### config.mk
export PLATFORM = sky130hd
export DESIGN_NAME = ssup_core
export DESIGN_NICKNAME = d
export VERILOG_FILES = /design/src/verilog/ssup_pkg.sv /design/src/verilog/ssup_core.sv
export VERILOG_INCLUDE_DIRS = /design/src /design/src/verilog
export SDC_FILE = /design/constraint.sdc
export NUM_CORES = 1
export LEC_CHECK = 0
export BUFFER_PORTS_ARGS = -buffer_cell sky130_fd_sc_hd__clkbuf_2
export CELL_PAD_IN_SITES_DETAIL_PLACEMENT = 0
export CELL_PAD_IN_SITES_GLOBAL_PLACEMENT = 1
export CORE_ASPECT_RATIO = 1.2
export CORE_MARGIN = 3
export CORE_UTILIZATION = 29
export DETAILED_ROUTE_END_ITERATION = 8
export PLACE_DENSITY = 0.61
export REMOVE_ABC_BUFFERS = 1
export SETUP_SLACK_MARGIN = 0.02
export SLEW_MARGIN = 15
export SYNTH_ARGS = -nofsm -noshare
export SYNTH_HDL_FRONTEND = slang
export SYNTH_SLANG_ARGS = --single-unit
### constraint.sdc
create_clock -name CLK_SYS -period 2 [get_ports CLK_SYS]
set_input_delay 0.4 -clock CLK_SYS [delete_from_list [all_inputs] [get_ports CLK_SYS]]
set_output_delay 0.4 -clock CLK_SYS [all_outputs]
set_load 0.02 [all_outputs]
### src/verilog/ssup_params.svh
/*
  timing and reset constants for the supply reset supervisor.
  assumes a 20 MHz system clock; included by the core only.
*/
`ifndef SSUP_PARAMS_SVH
`define SSUP_PARAMS_SVH
`define SSUP_CLK_HZ 20000000
`define SSUP_DELAY_MS 50
`define SSUP_DELAY_MIN_MS 30
`define SSUP_DELAY_MAX_MS 75
`define SSUP_LATENCY_US 20
`define SSUP_MANUAL_MIN_US 15
`define SSUP_CNT_W 24
`define SSUP_SYNC_W 2
`define SSUP_SYNC_RST 2'h0
`define SSUP_CNT_RST 24'h000000
`define SSUP_CNT_ONE 24'h000001
`define SSUP_MIN_SLACK 24'h000003
`define SSUP_MS_PER_S 1000
`define SSUP_US_PER_S 1000000
`define SSUP_PIPE_MIN 4
`define SSUP_DELAY_MID_MS 100
`define SSUP_DELAY_LONG_MS 200
`endif

### src/verilog/ssup_pkg.sv
/*
  types shared by the supply reset supervisor.
  assumes ssup_params.svh is on the include path.
*/
package ssup_pkg;
  // supervisor phases
  typedef enum logic [1:0] {
    SSUP_HOLD,
    SSUP_DELAY,
    SSUP_RUN
  } ssup_phase_t;
  // synchronised cause inputs
  typedef struct packed {
    logic low_sync;
    logic manual_sync;
  } ssup_cause_t;
  // state of the core controller and synchronisers
  typedef struct packed {
    logic [1:0] low_meta;
    logic [1:0] manual_meta;
    ssup_phase_t phase;
    logic [23:0] count;
    logic reset_out_n;
  } ssup_state_t;
endpackage

### src/verilog/ssup_core.sv
/*
  digital core of a supply reset supervisor with manual reset: two-flop
  synchronisers for the undervoltage and manual causes, a three-phase
  controller (hold, delay, run), the release delay counter and the
  registered open-drain reset pin, plus the assertions that guard them.
  assumes comparator results arrive as logic levels asynchronous to the
  system clock, that the upper-level comparator is already clean, that the
  reset pin is open drain with an external pull-up, and that a power-on
  reset drives RST_N low until the internal bias is up.
*/
// Behaviour
// - assert reset at lower threshold
// - hold reset until upper threshold reached
// - upper threshold starts delay, reset held
// - release only above threshold after delay; the code does not recheck the upper level once the delay has started
// - delay is a build parameter
// - delay kept within tolerance bounds
// - only internal timer sets the delay
// - assert quickly, no programmed delay
// - manual request forces reset low
// - manual removal starts release delay
// - manual pulse of 15 us detected
// - reset asserted from power-up
// - output only sinks, never sources
`timescale 1ns/100ps
`include "ssup_params.svh"
// DELAY_MS picks the variant (50, 100 or 200 ms nominal) and is checked;
// DELAY_CYCLES is the count actually built and may be overridden to
// shorten simulation, in which case the tolerance checks scale with it.
// CLK_HZ only converts the nominal times into cycles; the counter width
// limits the longest delay that can be built at a given clock.
module ssup_core #(
  parameter int DELAY_MS = `SSUP_DELAY_MS,
  parameter int CLK_HZ = `SSUP_CLK_HZ,
  parameter int DELAY_CYCLES = (CLK_HZ / `SSUP_MS_PER_S) * DELAY_MS
) (
  input wire logic CLK_SYS,
  input wire logic RST_N,
  input wire logic CE,
  input wire logic BELOW_LOWER,
  input wire logic ABOVE_UPPER,
  input wire logic MANUAL_REQ,
  output logic RESET_OUT_N_O,
  output logic RESET_OUT_N_OE
);
  // cycle budgets derived from the nominal times at this clock
  localparam int CYC_PER_US = CLK_HZ / `SSUP_US_PER_S; // cycles in one microsecond
  localparam int LATENCY_CYCLES = CYC_PER_US * `SSUP_LATENCY_US;
  localparam int MANUAL_CYCLES = CYC_PER_US * `SSUP_MANUAL_MIN_US;
  // tolerance scales with the delay actually built, so a shortened
  // simulation delay keeps the same proportion as the full-length part;
  // the products stay well inside an int for the longest variant
  localparam int MIN_CYCLES = DELAY_CYCLES * `SSUP_DELAY_MIN_MS / `SSUP_DELAY_MS;
  localparam int MAX_CYCLES = DELAY_CYCLES * `SSUP_DELAY_MAX_MS / `SSUP_DELAY_MS;

  // refuse delays the counter cannot hold or the nominal set does not allow;
  // checked at elaboration so a bad build never reaches simulation,
  // and a zero count would wrap the end value and make the pin wait through the whole 24-bit counter range
  if (DELAY_CYCLES < 1 || DELAY_CYCLES >= (1 << `SSUP_CNT_W)) begin : g_bad_cycles
    $error("release delay does not fit the counter");
  end
  if (DELAY_MS != `SSUP_DELAY_MS && DELAY_MS != `SSUP_DELAY_MID_MS
      && DELAY_MS != `SSUP_DELAY_LONG_MS) begin : g_bad_variant
    $error("release delay must be 50, 100 or 200 ms");
  end

  ssup_pkg::ssup_state_t st_ff; // registered state
  ssup_pkg::ssup_state_t nxt_st; // next state
  ssup_pkg::ssup_cause_t cause; // synchronised causes

  // second synchroniser stage is the only one read;
  // reading the first stage would let a metastable level leak into
  // the phase decode and split the controller's decisions
  function automatic logic hold_cause(input ssup_pkg::ssup_cause_t c);
    hold_cause = c.low_sync | c.manual_sync;
  endfunction

  // both causes come from the second stage only
  assign cause = '{low_sync: st_ff.low_meta[1], manual_sync: st_ff.manual_meta[1]};

  // timing of one cause, edges counted from the first sample:
  //   edge 0  pin captured in the first synchroniser stage
  //   edge 1  second stage shows the cause
  //   edge 2  phase drops to hold and the pin enable rises
  // so a cause reaches the pin after three edges, far inside the
  // latency budget; the third edge is the price of a clean
  // synchroniser on an asynchronous comparator.
  // release after the last cause clears:
  //   two edges to flush the synchronisers, one edge to enter the delay
  //   phase, then DELAY_CYCLES edges of counting before the pin lets go.
  // any cause seen during the count drops back to hold, so the full
  // delay always runs again from zero; toggling inputs can only
  // lengthen the wait, never shorten it.

  // next-state logic
  always_comb begin
    nxt_st = st_ff;
    // synchroniser stages shift on every live edge
    nxt_st.low_meta = {st_ff.low_meta[0], BELOW_LOWER};
    nxt_st.manual_meta = {st_ff.manual_meta[0], MANUAL_REQ};
    case (st_ff.phase)
      ssup_pkg::SSUP_HOLD: begin
        // stay low until supply is above upper and manual gone;
        // the upper comparator alone gives the hysteresis, so a supply
        // hovering between the two levels keeps the system in reset
        nxt_st.reset_out_n = 1'b0;
        nxt_st.count = `SSUP_CNT_RST;
        if (!hold_cause(cause) && ABOVE_UPPER) begin
          nxt_st.phase = ssup_pkg::SSUP_DELAY;
        end
      end
      ssup_pkg::SSUP_DELAY: begin
        // count cycles; any cause restarts the wait from zero
        nxt_st.reset_out_n = 1'b0;
        if (hold_cause(cause)) begin
          nxt_st.phase = ssup_pkg::SSUP_HOLD;
          nxt_st.count = `SSUP_CNT_RST;
        end else if (st_ff.count == DELAY_CYCLES[`SSUP_CNT_W-1:0] - `SSUP_CNT_ONE) begin
          // last count: the pin is let go on this edge
          nxt_st.phase = ssup_pkg::SSUP_RUN;
          nxt_st.reset_out_n = 1'b1;
          // count is left at its end value and cleared by the next cause
        end else begin
          // still counting; a dip of the upper level alone does not stop it
          nxt_st.count = st_ff.count + `SSUP_CNT_ONE;
        end
      end
      ssup_pkg::SSUP_RUN: begin
        // released; a cause pulls the pin straight down
        if (hold_cause(cause)) begin
          nxt_st.phase = ssup_pkg::SSUP_HOLD;
          nxt_st.reset_out_n = 1'b0;
          // clear the stale end count so the next wait starts from zero
          nxt_st.count = `SSUP_CNT_RST;
        end
      end
      default: begin
        // unused code: fall back to the safe, asserted phase
        nxt_st.phase = ssup_pkg::SSUP_HOLD;
        nxt_st.reset_out_n = 1'b0;
      end
    endcase
  end

  // state register; reset asserts the output from power-up.
  // reset is honoured even with the clock enable low, so a stalled
  // clock enable can never hold the system out of reset
  always_ff @(posedge CLK_SYS) begin
    if (!RST_N) begin
      st_ff.low_meta <= `SSUP_SYNC_RST;
      st_ff.manual_meta <= `SSUP_SYNC_RST;
      st_ff.phase <= ssup_pkg::SSUP_HOLD;
      st_ff.count <= `SSUP_CNT_RST;
      st_ff.reset_out_n <= 1'b0;
    end else if (CE) begin
      st_ff <= nxt_st;
    end
  end

  // open drain: only ever pulls low, enable is the inverse of the level.
  // the enable is registered from the next state, not the current one,
  // so pin and state change on the same edge; the data stays low so
  // the pin can never source current into the host, even on a glitch
  always_ff @(posedge CLK_SYS) begin
    if (!RST_N) begin
      RESET_OUT_N_O <= 1'b0;
      RESET_OUT_N_OE <= 1'b1;
    end else if (CE) begin
      RESET_OUT_N_O <= 1'b0;
      RESET_OUT_N_OE <= ~nxt_st.reset_out_n;
    end
  end

  // helper for the tolerance checks only: cycles without a cause since
  // the controller last left hold; it saturates instead of wrapping so
  // a long quiet run never looks like a fresh short wait
  logic [`SSUP_CNT_W-1:0] low_run_ff; // cycles of continuous clean input
  always_ff @(posedge CLK_SYS) begin
    if (!RST_N) begin
      low_run_ff <= `SSUP_CNT_RST;
    end else if (CE) begin
      if (hold_cause(cause) || st_ff.phase == ssup_pkg::SSUP_HOLD) begin
        low_run_ff <= `SSUP_CNT_RST;
      end else if (low_run_ff != {`SSUP_CNT_W{1'b1}}) begin
        low_run_ff <= low_run_ff + `SSUP_CNT_ONE;
      end
    end
  end

  // latency and pulse budgets must stay above the pipeline depth of three
  // edges, otherwise a slow clock would miss short manual pulses
  if (LATENCY_CYCLES < `SSUP_PIPE_MIN || MANUAL_CYCLES < `SSUP_PIPE_MIN) begin : g_slow_clock
    $error("clock too slow for latency budget");
  end
endmodule

==> results of run 1 <==
[area by class of cell]
cell class	instances	area, µm²	share of cell area [%]
Clock buffer	8	90.1	3.89
Multi-Input combinational cell	174	1190	51.2
Sequential cell	32	641	27.6
Timing Repair Buffer	36	275	11.9
Tap cell	82	103	4.43
Inverter	6	22.5	0.971
[kinds of logic (layout without fill, tap and decap cells)]
group	after synthesis	count (layout)
flops	32	32
other cells	1	1
buf+inv	23	50
mux	4	4
compound gates	74	74
fa+ha+maj	5	5
simple gates	90	90
[worst min-delay path, stage by stage]
cell,delay [ns]
clkbuf_2,0.08
mux2i_1,0.05
nor2_1,0.07
[flip-flops by register name, summed over array words and instances, names as in the netlist]
register / count
cause: 2
st_ff: 27
nxt_st: 2
RESET_OUT_N_OE: 1
[worst paths after layout]
kind	depth (start not counted)	end	slack [ns]	start
worst max-delay path	7	st_ff[17]	0.13	st_ff[25]
worst min-delay path	3	nxt_st[30]	0.35	BELOW_LOWER
worst max register to register	7	st_ff[17]	0.13	st_ff[25]
worst min register to register	1	RESET_OUT_N_OE	0.50	RESET_OUT_N_OE
[stage by stage]
step	TNS (ns)	worst slack (ns)	util, %	instance area, µm²
after CTS	0	0.0231	36.7	2280
after global routing	0	0.0322	37.4	2320
after detailed placement	0	0.0412	35.2	2190
after global placement	0	0.0939	35.2	2190
final	0	0.134	37.4	2320
after floorplan	-0.758	-0.143	-	1820
[power by group through the flow]
stage	Clock, mW	Sequential [mW]	Combinational, mW
2_1_floorplan	0	0.661	0.0576
3_3_place_gp	0	0.661	0.114
3_5_place_dp	0	0.661	0.112
4_1_cts	0.544	0.647	0.112
5_1_grt	0.572	0.647	0.130
6_report	0.520	0.647	0.116
[layout by cell type, fill, tap and decap left out, types with 8 or more instances in the layout]
cell type  Yosys  routed
nand4_1        8       8
o21ai_1        9       9
nor2_1        15      15
a21oi_1       10      10
dfxtp_1       32      32
nand3_1       11      11
a31oi_1       10      10
nand2_1       14      13
o31ai_1       13      13
buf_4          4      27
o311ai_1      14      14
[layer usage]
metal | wire length [µm] | up-vias | share of wire, %
met3 | 166 | 7 | 3.2
met5 | 0 | - | 0
met4 | 87 | 0 | 1.7
li1 | - | 944 | -
met2 | 2460 | 31 | 48
met1 | 2470 | 883 | 48
==> results_dict.tcl, run 1 <==
set metrics [dict create \
    dp_cells 330 \
    grt_pass1_wl_um 9020 \
    max_stage_delay_ns 0.50 \
    wire_per_inst_um 15.3 \
    top_usage_layer "met2" \
    grt_usage_pct 15.0 \
    power_frac_comb_pct 9.1 \
    grt_use_met3_pct 3.15 \
    swShare_pct 24.4 \
    path_delay_family "simple AND/OR/NAND/NOR gates" \
    path_class "flop to flop" \
    yosysSeqAreaShare_pct 33.6 \
    dieArea_um2 7590 \
    run_status "finished clean" \
    fin_crit_ns 1.87 \
    drc 0 \
    rsz0062_at_grt "false" \
    antenna_found_initial 0 \
    start_util_pct 30.7 \
    holdBufCountCts 0 \
    crit_fanout 22 \
    yosys_warnings 0 \
    clock_path_buffers 2 \
    fin_nets 266 \
    io_pins 8 \
    synth_top_area_share_pct 33.6 \
    setup_viol_count_final 0 \
    synth_top_family_by_area "simple AND/OR/NAND/NOR gates" \
    io_buffer_count 6 \
    crit_required_ns 2.21 \
    gr-usage-met1_pct 20.1 \
    hold_viol_final 0 \
    pwr-share-clk_pct 40.5 \
    syn_to_final_growth_pct 21.6 \
    synth_xor_area_share_pct 0 \
    synth_edf_count 0 \
    first_iter_violations 150 \
    n_antenna_cell 0 \
    avgSynthCellArea_um2 8.33 \
    crit_buf_inv 2 \
    synth_compound_area_share_pct 27.0 \
    start_kind "flop" \
    grt_max_degree 23 \
    max_freq_mhz 536 \
    cts_made_buffers 5 \
    cts-root-buf "clkbuf_8" \
    syn_inst 229 \
    post-synth-top-area-cell "dfxtp_1" \
    worst_hold_slack_ns 0.353 \
    async_reset_ff_share_pct 0 \
    p_seq_share_pct 50.4 \
    power_switching_mw 0.314 \
    cts_tree "yes" \
    worstPathArrival_ns 2.08 \
    row_count 31 \
    p_int_mw 0.970 \
    fillerInstances 688 \
    yosys.area_share.adder_pct 3.28 \
    dp_hpwl_um 3920 \
    skew_ns 0.00532 \
    ir_worst_vdd_uv 219 \
    design_power_total_mw 1.28 \
    synth_area_um2 1910 \
    grt_pass1_vias 1837 \
    cts_num_sinks 32 \
    synth_common_cells "dfxtp_1, nor2_1, nand2_1, o311ai_1, o31ai_1" \
    gp_congestion 0.787 \
    synth.area.mux_share_pct 2.10 \
    critical-path-slowest-cell "or4_1" \
    instances_no_fill 338 \
    cts_setup_buffers 0 \
    die_w_um 80.0 \
    synth_ff_type "dfxtp_1" \
    hp-class "input pin to flop" \
    core_area_um2 6210 \
    synth_area_leaders "dfxtp_1, o311ai_1, o31ai_1" \
    drive_gt1_share_pct 22.3 \
    overflow 0 \
    cellPowerDensity_nw_per_um2 554 \
    maxCapViolCount 0 \
    antenna_left 0 \
    drt-vias-per-instance 5.52 \
    path_clk_slew_ns 0.07 \
    critical_path.endpoint_type "flop" \
    h-tree-depth 2 \
    slew_viol_final 0 \
    p_leak_nw 0.851 \
    yosysMostFrequentCell "dfxtp_1" \
    ys_types 48 \
    crit_chain "buf_4 -> ha_1 -> nor2b_1 -> nand2_2 -> buf_12 -> or4_1 -> a31oi_1" \
    ys_ff_latch 32 \
    routed_wl_um 5190 \
    ctsResizeCount 0 \
    clkLatencyLatePin_ns 0.28 \
    synth-simple-area-share_pct 27.9 \
    vias 1865 \
    period_share_pct 93.3 \
    use_met2_pct 23.7 \
    die_h_um 94.8 \
    first_pass_iters 5 \
]
(Power assumes the default switching activity.)
==> inputs of run 2 (changes only) <==
- ABC_AREA: default -> 1
- CORE_UTILIZATION: 29 -> 40
- PLACE_DENSITY: 0.61 -> 0.81
==> results_dict.tcl, run 2 <==
set metrics [dict create \
    cellPowerDensity_nw_per_um2 618 \
    skew_ns 0.00852 \
    crit_required_ns 2.17 \
    crit_top_cell "nand2_1" \
    die_h_um 85.4 \
    n_antenna_cell 0 \
    avgSynthCellArea_um2 6.29 \
    hold_viol_final 0 \
    grt_pass1_wl_um 9040 \
    synth_area_um2 2100 \
    grt_pass1_vias 2023 \
    critical-path-slowest-cell "dfxtp_1" \
    clkLatencyLatePin_ns 0.29 \
    yosys_warnings 0 \
    mostFrequentLayoutCell "nand2_1" \
    io_pins 8 \
    design_power_total_mw 1.41 \
    async_reset_ff_share_pct 0 \
    synth_edf_count 0 \
    cts_num_sinks 32 \
    ff_latch_area_um2 641 \
    synth_common_cells "nand2_1, inv_1, nor2_1" \
    ir_worst_vdd_uv 524 \
    gp_congestion 0.873 \
    final_core_util_pct 45.6 \
    setup_viol_count_final 0 \
    largest_register "st_ff" \
    antenna_left 0 \
    max_stage_delay_ns 0.38 \
    period_share_pct 88.0 \
    run_status "finished clean" \
    instances_no_fill 406 \
    design_area_um2 2280 \
    fin_crit_ns 1.76 \
    vias 2077 \
    clock_path_buffers 2 \
    slew_viol_final 0 \
    yosysSeqAreaShare_pct 30.5 \
    fin_nets 356 \
    p_leak_nw 0.948 \
    row_count 28 \
    max_freq_mhz 568 \
    first_pass_iters 4 \
    dp_hpwl_um 3900 \
    drt-vias-per-instance 5.12 \
    synth_ff_type "dfxtp_1" \
    ctsResizeCount 0 \
    start_kind "flop" \
    h-tree-depth 2 \
    critical_path.endpoint_type "flop" \
    cts_setup_buffers 0 \
    dp_cells 398 \
    grt_usage_pct 18.6 \
    syn_to_final_growth_pct 8.82 \
    cts_made_buffers 5 \
    wire_per_inst_um 12.6 \
    crit_fanout 15 \
    ys_types 28 \
    core_area_um2 5010 \
    yosysMostFrequentCell "nand2_1" \
    hp-class "input pin to flop" \
    crit_chain "ha_1 -> nand2_1 -> nor2_1 -> nand2_2 -> nor2_4 -> nand3_4 -> nand2_4 -> inv_1 -> nand2_1 -> a21oi_1" \
    start_util_pct 41.9 \
    path_class "flop to flop" \
    rsz0062_at_grt "false" \
    cts-root-buf "clkbuf_8" \
    path_clk_slew_ns 0.07 \
    post-synth-top-area-cell "dfxtp_1" \
    overflow 0 \
    drive_gt1_share_pct 12.7 \
    dieArea_um2 6160 \
    worstPathArrival_ns 1.93 \
    grt_max_degree 23 \
    ys_ff_latch 32 \
    fillerInstances 564 \
    routed_wl_um 5130 \
    largest_reg_flops 27 \
    layout_common_cells "nand2_1, inv_1, nor2_1, nand3_1, dfxtp_1" \
    dpl-instance-area_um2 2190 \
    cts_tree "yes" \
    antenna_found_initial 0 \
    die_w_um 72.1 \
    synth_top_area_share_pct 30.5 \
    drc 0 \
    multi_input_area_um2 1240 \
    synth_area_leaders "dfxtp_1, nand2_1, nand3_1" \
    maxCapViolCount 0 \
    timing.setup.tns_ns 0 \
    syn_inst 334 \
    first_iter_violations 109 \
    io_buffer_count 6 \
    holdBufCountCts 0 \
]
## run 2: final timing paths
| kind | start | end | slack [ns] | cells past startpoint |
|---|---|---|---|---|
| max | st_ff[1] | st_ff[6] | 0.24 | 10 |
| min | BELOW_LOWER | nxt_st[30] | 0.35 | 3 |
| max reg2reg | st_ff[1] | st_ff[6] | 0.24 | 10 |
| min reg2reg | st_ff[0] | st_ff[0] | 0.48 | 2 |
## run 2: worst max-delay path, delay by kind of cell (launching register included)
| kind | cells | cell delay, ns |
|---|---|---|
| flops | 1 | 0.38 |
| buf+inv | 1 | 0.14 |
| simple gates | 7 | 0.89 |
| compound gates | 1 | 0.06 |
| fa+ha+maj | 1 | 0.18 |
## run 2: layer usage
layer	vias up	share of wire (%)	GRT usage [%]
met3	15	4.4	4.15
met5	-	0	0
met4	0	2.8	9.57
li1	1086	-	-
met2	44	48	30.6
met1	932	44	22.3
## run 2: final cells by class
| type | count | share of cell area, % |
|---|---|---|
| Inverter | 42 | 6.90 |
| Clock buffer | 6 | 3.61 |
| Multi-Input combinational cell | 251 | 54.1 |
| Clock inverter | 2 | 0.438 |
| Sequential cell | 32 | 28.0 |
| Tap cell | 60 | 3.29 |
| Timing Repair Buffer | 13 | 3.61 |
## run 2: power by group
part | switching [mW] | internal (mW) | total (mW)
logic | 0.150 | 0.0676 | 0.218
clock network | 0.254 | 0.275 | 0.528
registers | 0.0122 | 0.653 | 0.666
## run 2: logic make-up (layout without fill, tap and decap cells)
family                     after synthesis  in the layout  synth area share (%)
other                                    1              1                 0.179
adders and majority gates                5              5                  2.98
DFF                                     32             32                  30.5
xor gates and xnor gates                 1              1                 0.417
and+or+nand+nor                        217            217                  48.4
AOI/OAI and AO/OA                       27             27                  6.85
buffers and inverters                   51             63                  10.6
## run 2: through the flow
step	setup WS [ns]	hold WS (ns)
floorplan	0.135	0.445
global placement	0.253	0.459
detailed placement	0.240	0.465
CTS	0.223	0.341
global route	0.0808	0.356
finish	0.240	0.346
==> inputs of run 3 (changes only) <==
- CORE_UTILIZATION: 40 -> 43
- PLACE_DENSITY: 0.81 -> 0.85
==> results_dict.tcl, run 3 (same netlist as run 2, synthesis figures left out) <==
set metrics [dict create \
    setup_viol_count_final 0 \
    mostFrequentLayoutCell "nand2_1" \
    largest_register "st_ff" \
    use_met2_pct 36.3 \
    critical-path-slowest-cell "dfxtp_1" \
    grt_pass1_wl_um 8940 \
    cts_num_sinks 32 \
    ff_latch_area_um2 641 \
    grt_pass1_vias 1917 \
    first_iter_violations 159 \
    gr-usage-met1_pct 21.9 \
    die_h_um 82.5 \
    max_freq_mhz 564 \
    path_clk_slew_ns 0.07 \
    design_power_total_mw 1.43 \
    startpoint "st_ff[1]" \
    fillerInstances 509 \
    start_util_pct 45.0 \
    n_antenna_cell 0 \
    syn_to_final_growth_pct 8.28 \
    dp_hpwl_um 3840 \
    start_kind "flop" \
    crit_chain "ha_1 -> nand2_1 -> nor2_2 -> nand3_4 -> nor2_4 -> nand3_1 -> nand2_1 -> nand2_1 -> nand2_1 -> inv_1" \
    dieArea_um2 5760 \
    holdCritStartpoint "BELOW_LOWER" \
    worstPathArrival_ns 1.96 \
    antenna_left 0 \
    crit_fanout 5 \
    skew_ns 0.00945 \
    crit_required_ns 2.19 \
    hold_viol_final 0 \
    core_area_um2 4660 \
    grt_use_met3_pct 4.12 \
    vias 2032 \
    cellPowerDensity_nw_per_um2 628 \
    clkLatencyLatePin_ns 0.29 \
    io_buffer_count 6 \
    maxCapViolCount 0 \
    gp_congestion 0.868 \
    first_pass_iters 4 \
    h-tree-depth 2 \
    layout_common_cells "nand2_1, inv_1, nor2_1, nand3_1, dfxtp_1" \
    cts_setup_buffers 0 \
    crit_top_cell "nand2_1" \
    routed_wl_um 5200 \
    grt_max_degree 23 \
    p_leak_nw 0.937 \
    critical_path.endpoint_type "flop" \
    path_class "flop to flop" \
    slew_viol_final 0 \
    antenna_found_initial 0 \
    max_stage_delay_ns 0.38 \
    rsz0062_at_grt "false" \
    drc 0 \
    wire_per_inst_um 13.0 \
    period_share_pct 88.6 \
    run_status "finished clean" \
    overflow 0 \
    drive_gt1_share_pct 12.2 \
    drt-vias-per-instance 5.07 \
    die_w_um 69.8 \
    cts-root-buf "clkbuf_8" \
    largest_reg_flops 27 \
    cts_made_buffers 5 \
    row_count 27 \
    io_pins 8 \
    ir_worst_vdd_uv 380 \
    cts_tree "yes" \
    multi_input_area_um2 1240 \
    hp-class "input pin to flop" \
    top_usage_layer "met2" \
    timing.setup.tns_ns 0 \
    fin_crit_ns 1.77 \
    fin_nets 354 \
    clock_path_buffers 2 \
    grt_usage_pct 19.8 \
    r2r-start "st_ff[1]" \
]
[run 3: repair_timing]
| item | CTS | global route |
|---|---|---|
| setup endpoints to repair | 0 | 6 |
| hold buffers | 0 | 0 |
| gates resized for setup | 0 | 1 |
[run 3: layout make-up]
cell class                      count  area share [%]
Multi-Input combinational cell    251            54.5
Tap cell                           58            3.19
Sequential cell                    32            28.2
Timing Repair Buffer               11            2.97
Clock buffer                        7            4.24
Inverter                           42            6.93
[run 3: path summary, 6_finish.rpt]
kind / slack (ns) / cells after the start / to
setup / recovery: 0.23 / 10 / st_ff[23]
hold / removal: 0.35 / 3 / nxt_st[30]
setup reg to reg: 0.23 / 10 / st_ff[23]
hold reg to reg: 0.47 / 2 / st_ff[9]
[run 3: metal layers]
layer  routed length (µm)  up-vias  part of all wire (%)
met1                 2270      903                    44
met2                 2660       41                    51
li1                     -     1078                     -
met3                  175       10                   3.4
met5                    0        -                     0
met4                   88        0                   1.7
[run 3: critical path, delay by kind of cell, from the launching register on]
family | cells | cell delay [ns]
flip-flops | 1 | 0.38
AND/OR/NAND/NOR | 8 | 1.08
adder cells (fa/ha/maj) | 1 | 0.18
buffers and inverters | 1 | 0.03
[run 3: where the power goes]
group	internal, mW	total, mW	switching, mW
registers	0.654	0.666	0.0129
logic	0.0641	0.215	0.151
clock network	0.306	0.547	0.241
total	1.02	1.43	0.404
[run 3: stage by stage]
| step | hold slack [ns] | utilization, % | setup WS (ns) | instances | cell area, µm² |
|---|---|---|---|---|---|
| 2_1_floorplan | 0.445 | - | 0.135 | 325 | 2030 |
| 3_3_place_gp | 0.457 | 46.6 | 0.228 | 394 | 2170 |
| 3_5_place_dp | 0.459 | 46.6 | 0.248 | 394 | 2170 |
| 4_1_cts | 0.332 | 48.7 | 0.227 | 401 | 2270 |
| 5_1_grt | 0.353 | 48.8 | 0.0434 | 401 | 2270 |
| 6_report | 0.347 | 48.8 | 0.228 | 401 | 2270 |
